**src/pkg/pif_pkg.sv**
```systemverilog
`default_nettype none
package pif_pkg;
  // register byte offsets on the AXI4-Lite bus
  localparam logic [3:0] OFS_ENABLE_2 = 4'h0;
  localparam logic [3:0] OFS_FLAGS_1 = 4'h4;
  localparam logic [3:0] OFS_FLAGS_2 = 4'h8;
  localparam logic [3:0] OFS_CORE_CTRL = 4'hc;
  localparam logic [3:0] OFS_ENABLE_1 = 4'h0;
  // field positions
  localparam int BIT_OSC_FAIL = 7;
  localparam int BIT_CMP_B = 6;
  localparam int BIT_CMP_A = 5;
  localparam int BIT_NV_DONE = 4;
  localparam int BIT_PERIPH_MASTER = 6;
  localparam int BIT_GLOBAL = 7;
  // implemented bits and reset values
  localparam logic [7:0] MASK_FLAGS_2 = 8'hf0;
  localparam logic [7:0] MASK_FLAGS_1 = 8'h7f;
  localparam logic [7:0] MASK_CORE_CTRL = 8'hc0;
  localparam logic [7:0] RST_REG = 8'h00;
  localparam logic [1:0] RESP_OKAY = 2'b00;
  localparam logic [1:0] RESP_SLVERR = 2'b10;
endpackage
`default_nettype wire

```
**src/rtl/pif_flag_bit.sv**
```systemverilog
`timescale 1ns/1ps
`default_nettype none
module pif_flag_bit
  import pif_pkg::*;
(
  input wire logic i_clk,
  input wire logic i_nrst,
  input wire logic i_set,
  input wire logic i_wr,
  input wire logic i_wdata,
  output logic o_flag
);
  // a set arriving with a software clear wins
  wire next_flag = i_set | (i_wr ? i_wdata : o_flag);
  always_ff @(posedge i_clk or negedge i_nrst)
  begin
    if (!i_nrst)
      o_flag <= 1'b0;
    else
      o_flag <= next_flag;
  end
endmodule
`default_nettype wire

```
**src/rtl/pif_irq_ctrl.sv**
```systemverilog
// What this block does
// RULE_01 - no request without peripheral master enable
// RULE_02 - enable bit 7 gates oscillator fail
// RULE_03 - enable bit 6 gates comparator B
// RULE_04 - enable bit 5 gates comparator A
// RULE_05 - enable bit 4 gates write done
// RULE_06 - flags set regardless of enables
// RULE_07 - software clears flags before enabling
// RULE_08 - flag bit 7 set on oscillator fail
// RULE_09 - flag bits 6,5 set on comparator change
// RULE_10 - flag bit 4 set on write done
// RULE_11 - request when flag, enable, both masters set
`timescale 1ns/1ps
`default_nettype none
module pif_irq_ctrl
  import pif_pkg::*;
(
  input wire logic I_CLK,
  input wire logic I_NRST,
  input wire logic [3:0] I_AWADDR,
  input wire logic I_AWVALID,
  output logic O_AWREADY,
  input wire logic [31:0] I_WDATA,
  input wire logic [3:0] I_WSTRB,
  input wire logic I_WVALID,
  output logic O_WREADY,
  output logic [1:0] O_BRESP,
  output logic O_BVALID,
  input wire logic I_BREADY,
  input wire logic [3:0] I_ARADDR,
  input wire logic I_ARVALID,
  output logic O_ARREADY,
  output logic [31:0] O_RDATA,
  output logic [1:0] O_RRESP,
  output logic O_RVALID,
  input wire logic I_RREADY,
  input wire logic I_OSC_FAIL,
  input wire logic I_CMP_A_OUT,
  input wire logic I_CMP_B_OUT,
  input wire logic I_NV_WRITE_DONE,
  input wire logic [6:0] I_FLAGS_1_EVENTS,
  output logic O_IRQ
);
  // ****************************************
  // write channel
  // ****************************************
  logic aw_held;
  logic w_held;
  logic [3:0] aw_addr;
  logic [31:0] w_data;
  logic w_lane0;
  wire aw_take = I_AWVALID & O_AWREADY;
  wire w_take = I_WVALID & O_WREADY;
  wire wr_fire = (aw_held | aw_take) & (w_held | w_take) & ~O_BVALID;
  wire [3:0] wr_addr = aw_take ? I_AWADDR : aw_addr;
  wire [7:0] wr_byte = w_take ? I_WDATA[7:0] : w_data[7:0];
  wire wr_lane = w_take ? I_WSTRB[0] : w_lane0;
  wire wr_en2 = wr_fire & wr_lane & (wr_addr == OFS_ENABLE_2);
  wire wr_fl1 = wr_fire & wr_lane & (wr_addr == OFS_FLAGS_1);
  wire wr_fl2 = wr_fire & wr_lane & (wr_addr == OFS_FLAGS_2);
  wire wr_core = wr_fire & wr_lane & (wr_addr == OFS_CORE_CTRL);
  wire wr_ok = (wr_addr == OFS_ENABLE_2) | (wr_addr == OFS_FLAGS_1) |
               (wr_addr == OFS_FLAGS_2) | (wr_addr == OFS_CORE_CTRL);

  always_ff @(posedge I_CLK or negedge I_NRST)
  begin
    if (!I_NRST)
    begin
      aw_held <= 1'b0;
      w_held <= 1'b0;
      aw_addr <= 4'h0;
      w_data <= 32'h0;
      w_lane0 <= 1'b0;
      O_BVALID <= 1'b0;
      O_BRESP <= RESP_OKAY;
    end
    else
    begin
      if (aw_take)
        aw_addr <= I_AWADDR;
      if (w_take)
      begin
        w_data <= I_WDATA;
        w_lane0 <= I_WSTRB[0];
      end
      aw_held <= wr_fire ? 1'b0 : (aw_held | aw_take);
      w_held <= wr_fire ? 1'b0 : (w_held | w_take);
      if (wr_fire)
      begin
        O_BVALID <= 1'b1;
        O_BRESP <= wr_ok ? RESP_OKAY : RESP_SLVERR;
      end
      else if (I_BREADY)
        O_BVALID <= 1'b0;
    end
  end

  always_ff @(posedge I_CLK or negedge I_NRST)
  begin
    if (!I_NRST)
    begin
      O_AWREADY <= 1'b0;
      O_WREADY <= 1'b0;
    end
    else
    begin
      O_AWREADY <= ~(aw_held | aw_take) & ~O_BVALID & ~wr_fire;
      O_WREADY <= ~(w_held | w_take) & ~O_BVALID & ~wr_fire;
    end
  end

  // ****************************************
  // registers
  // ****************************************
  logic [7:0] enable_2;
  logic [7:0] core_ctrl;
  logic cmp_a_last;
  logic cmp_b_last;
  // comparators are not compared in the first cycle after reset
  logic cmp_primed;
  wire [7:0] flags_1;
  wire [7:0] flags_2;
  wire [7:0] set_2;

  always_ff @(posedge I_CLK or negedge I_NRST)
  begin
    if (!I_NRST)
    begin
      enable_2 <= RST_REG;
      core_ctrl <= RST_REG;
      cmp_a_last <= 1'b0;
      cmp_b_last <= 1'b0;
      cmp_primed <= 1'b0;
    end
    else
    begin
      if (wr_en2)
        enable_2 <= wr_byte & MASK_FLAGS_2; // [RULE_02] [RULE_03] [RULE_04] [RULE_05]
      if (wr_core)
        core_ctrl <= wr_byte & MASK_CORE_CTRL;
      cmp_a_last <= I_CMP_A_OUT;
      cmp_b_last <= I_CMP_B_OUT;
      cmp_primed <= 1'b1; // [RULE_09]
    end
  end

  // event sources, independent of any enable
  assign set_2[BIT_OSC_FAIL] = I_OSC_FAIL; // [RULE_06] [RULE_08]
  assign set_2[BIT_CMP_B] = cmp_primed & (I_CMP_B_OUT ^ cmp_b_last); // [RULE_09]
  assign set_2[BIT_CMP_A] = cmp_primed & (I_CMP_A_OUT ^ cmp_a_last); // [RULE_09]
  assign set_2[BIT_NV_DONE] = I_NV_WRITE_DONE; // [RULE_10]
  assign set_2[3:0] = 4'h0;
  assign flags_2[3:0] = 4'h0;
  assign flags_1[7] = 1'b0;

  genvar g;
  generate
    for (g = 4; g < 8; g++)
    begin : g_fl2
      pif_flag_bit u_flag (
        .i_clk(I_CLK),
        .i_nrst(I_NRST),
        .i_set(set_2[g]),
        .i_wr(wr_fl2),
        .i_wdata(wr_byte[g]),
        .o_flag(flags_2[g])
      );
    end
    for (g = 0; g < 7; g++)
    begin : g_fl1
      pif_flag_bit u_flag (
        .i_clk(I_CLK),
        .i_nrst(I_NRST),
        .i_set(I_FLAGS_1_EVENTS[g]),
        .i_wr(wr_fl1),
        .i_wdata(wr_byte[g]),
        .o_flag(flags_1[g])
      );
    end
  endgenerate

  // ****************************************
  // interrupt request
  // ****************************************
  wire any_pending = |(flags_2 & enable_2); // [RULE_11]
  wire masters_on = core_ctrl[BIT_PERIPH_MASTER] & core_ctrl[BIT_GLOBAL]; // [RULE_01]
  always_ff @(posedge I_CLK or negedge I_NRST)
  begin
    if (!I_NRST)
      O_IRQ <= 1'b0;
    else
      O_IRQ <= any_pending & masters_on; // [RULE_01] [RULE_11]
  end

  // ****************************************
  // read channel
  // ****************************************
  wire [7:0] rd_byte =
    (I_ARADDR == OFS_ENABLE_2) ? enable_2 :
    (I_ARADDR == OFS_FLAGS_1) ? flags_1 :
    (I_ARADDR == OFS_FLAGS_2) ? flags_2 :
    (I_ARADDR == OFS_CORE_CTRL) ? core_ctrl : 8'h00;
  wire rd_ok = (I_ARADDR == OFS_ENABLE_2) | (I_ARADDR == OFS_FLAGS_1) |
               (I_ARADDR == OFS_FLAGS_2) | (I_ARADDR == OFS_CORE_CTRL);
  wire ar_take = I_ARVALID & O_ARREADY;

  always_ff @(posedge I_CLK or negedge I_NRST)
  begin
    if (!I_NRST)
    begin
      O_ARREADY <= 1'b0;
      O_RVALID <= 1'b0;
      O_RDATA <= 32'h0;
      O_RRESP <= RESP_OKAY;
    end
    else
    begin
      O_ARREADY <= ~O_RVALID & ~ar_take;
      if (ar_take)
      begin
        O_RVALID <= 1'b1;
        O_RDATA <= {24'h0, rd_byte};
        O_RRESP <= rd_ok ? RESP_OKAY : RESP_SLVERR;
      end
      else if (I_RREADY)
        O_RVALID <= 1'b0;
    end
  end
endmodule
`default_nettype wire

```
**config.mk**
```make
export PLATFORM = sky130hd
export DESIGN_NAME = pif_irq_ctrl
export DESIGN_NICKNAME = d
export VERILOG_FILES = /design/src/pkg/pif_pkg.sv /design/src/rtl/pif_flag_bit.sv /design/src/rtl/pif_irq_ctrl.sv
export SDC_FILE = /design/constraint.sdc
export NUM_CORES = 1
export LEC_CHECK = 0
export BUFFER_PORTS_ARGS = -buffer_cell sky130_fd_sc_hd__clkbuf_2
export CORE_ASPECT_RATIO = 2
export CORE_UTILIZATION = 43
export DETAILED_ROUTE_END_ITERATION = 10
export PLACE_DENSITY_LB_ADDON = 0.08
export SETUP_SLACK_MARGIN = 0.5
export SYNTH_ARGS = -nofsm -noshare
export SYNTH_HDL_FRONTEND = slang
export SYNTH_SLANG_ARGS = --single-unit
```
**constraint.sdc**
```tcl
create_clock -name I_CLK -period 2.1 [get_ports I_CLK]
set_clock_uncertainty 0.2 [all_clocks]
set_input_delay 0.525 -clock I_CLK [delete_from_list [all_inputs] [get_ports I_CLK]]
set_output_delay 0.525 -clock I_CLK [all_outputs]
set_load 0.1 [all_outputs]
```
==> results.json <==
{
  "ys_seq_area_share_pct": 52.4,
  "initial_core_util_pct": 44.9,
  "synth_edf_count": 0,
  "rows": 38,
  "syn_area_um2": 2430,
  "regToRegEndpoint": "enable_2[7]",
  "synth_common_cells": "dfrtp_1 (51), buf_4 (26), nor2_1 (25)",
  "yosys.area.top_type": "dfrtp_1",
  "antenna_left": 0,
  "grt_pass1_vias": 1741,
  "ys_types": 38,
  "first_pass_iters": 4,
  "clk_latency_ps": 300,
  "drc": 0,
  "drv_slew": 0,
  "syn_to_final_growth_pct": 40.4,
  "antenna_found_initial": 0,
  "synth_warnings": 0,
  "dr.first_iter.drc_count": 43,
  "rsz0062_at_grt": "yes",
  "vias": 1755,
  "cp-end-kind": "register",
  "layout-drive-gt1-share_pct": 44.5,
  "hold_violations": 5,
  "p_leak_uw": 0.00164,
  "synth_area_leaders": "dfrtp_1 (52%), buf_4 (8.0%), mux2i_1 (5.3%), mux2_1 (4.2%), nor2_1 (3.9%)",
  "io_buffers": 50,
  "num_io_pins": 104,
  "synth_area_per_cell_um2": 11.6,
  "cts.path.max_buffers": 2,
  "async_flop_share_pct": 100,
  "worstPathArrival_ps": 1990,
  "grt_max_degree": 52,
  "diodes": 0,
  "cellPowerDensity_nw_per_um2": 1280,
  "final.setup.tns_ps": 0,
  "dp_hpwl_um": 3740,
  "die_area_um2": 5980,
  "outcome": "complete, but fails checks",
  "finalSetupViolCount": 0,
  "cp_slowest_cell": "dfrtp_4",
  "path_cells": "a211o_1 -> a211oi_4 -> buf_6 -> nand3_4 -> mux2_4",
  "hold_slack_ps": -8.67,
  "synthCells": 209,
  "worst-setup-path-type": "reg2reg",
  "max_cap_viol_count": 0,
  "cts_root_buf": "clkbuf_8",
  "violations": "negative hold slack",
  "grt_use_total_pct": 19.0,
  "timing.rr.start": "O_AWREADY",
  "cts_tree": "yes",
  "via_per_inst": 5.01,
  "timing.fmax_mhz": 498,
  "die_w_um": 55.2,
  "core_um2": 5420,
  "ir_drop_uv": 1030,
  "min_path_type": "in2async",
  "wire_per_inst_um": 14.6,
  "hold_buffers": 0,
  "synth.most_common_cell": "dfrtp_1",
  "crit_path_max_incr_delay_ps": 500,
  "htree_levels": 2,
  "ys_ff_latch": 51,
  "cp_num_buf_inv": 1,
  "grt_pass1_wl_um": 7960,
  "synth_top_area_share_pct": 52.4,
  "cts-buffers-inserted": 5,
  "min_period_ps": 2010,
  "crit_path_start_kind": "register",
  "ff2ff_setup_slack_ps": 90,
  "final_util_pct": 63.0,
  "gp_congestion": 0.760,
  "cts.clk_slew.worst_paths_ps": 90,
  "fp.dieH_um": 108,
  "crit_fanout": 5,
  "wirelength_um": 5110,
  "clock_sink_count": 51,
  "gr-total-overflow": 0,
  "required_ps": 2090,
  "r2r_cells": 5,
  "nNetsFinal": 351,
  "finalCritPeriodShare_pct": 95.7,
  "ys.flop_type": "dfrtp_1",
  "path_delay_family": "compound AO/OA/AOI/OAI gates"
}
-- stage by stage --
| stage | power, uW | worst slack, ps | area, um2 | instances |
|---|---|---|---|---|
| 2_1_floorplan | 2790 | -249 | 2580 | 234 |
| 3_3_place_gp | 3210 | -237 | 2850 | 336 |
| 3_5_place_dp | 3230 | -222 | 2850 | 336 |
| 4_1_cts | 4390 | 93.7 | 3400 | 349 |
| 5_1_grt | 4610 | 53.3 | 3420 | 350 |
| 6_report | 4380 | 91.1 | 3420 | 350 |
-- worst max path at each step --
| stage | startpoint | cells after the start | to |
|---|---|---|---|
| after floorplan | O_AWREADY | 5 | core_ctrl[6] |
| after global placement | I_AWVALID | 7 | g_fl2[6].u_flag.o_flag |
| after detailed placement | I_AWVALID | 7 | g_fl2[6].u_flag.o_flag |
| after CTS | O_AWREADY | 5 | g_fl2[6].u_flag.o_flag |
| after global routing | O_AWREADY | 5 | enable_2[7] |
| final | O_AWREADY | 5 | enable_2[7] |
-- final cells by class --
cell class	instances	area, um2
Clock inverter	2	35.0
Inverter	4	15.0
Sequential cell	51	1300
Tap cell	60	75.1
Multi-Input combinational cell	149	1100
Timing Repair Buffer	78	801
Fill cell	460	2000
Clock buffer	6	82.6
-- flip-flops by register name, summed over array words and instances, names as in the netlist, 2 cells and up --
name / flops
core_ctrl: 2
aw_addr: 4
w_data: 8
g_fl1.u_flag.o_flag: 7
O_RDATA: 8
enable_2: 4
g_fl2.u_flag.o_flag: 4
-- power breakdown --
part           internal [uW]  switching (uW)  total (uW)
sequential              1260             182        1440
combinational            903            1330        2230
clock                    386             323         709
total                   2550            1830        4380
-- layer usage --
layer	track usage [%]	share of wire (%)	vias up
met1	19.0	36	860
met3	3.52	3.6	10
met5	0	0	-
met4	10.0	3.0	0
met2	34.3	57	51
li1	-	-	834
-- kinds of logic (layout without fill, tap and decap cells) --
kind of cell	count (synthesis)	after routing	share of synthesized area, %
muxes	31	31	14.8
xor gates and xnor gates	2	2	0.720
buffers and inverters	34	90	9.61
other	2	27	0.309
DFF	51	51	52.4
and+or+nand+nor	54	54	11.3
AOI/OAI and AO/OA	35	35	10.9
-- layout by cell type, fill, tap and decap left out, types with 2 or more instances in the layout --
cell / count
buf_6: 2
a22o_1: 7
nor4_4: 2
nand3_4: 3
clkbuf_8: 6
nor2_1: 25
a22oi_1: 2
xnor2_1: 2
clkbuf_2: 34
o22ai_1: 2
mux2i_1: 13
a21o_1: 2
nor2b_1: 3
mux2_4: 6
a31oi_1: 2
a21oi_1: 6
mux2_2: 4
clkbuf_16: 16
nand2_1: 6
o21ai_1: 3
nand3_1: 4
mux2_1: 7
dfrtp_1: 35
a21bo_2: 2
conb_1: 27
and3_1: 2
buf_4: 25
o21ai_0: 2
dfrtp_4: 3
dfrtp_2: 13
inv_1: 4
-- what timing repair did --
action / in CTS / in global routing
setup buffers: 5 / 1
pin swaps: 1 / 1
resized for setup: 59 / 3
gates cloned: 0 / 0
setup endpoints to repair: 33 / 39
Note: power is estimated with default switching activity, not from simulation.
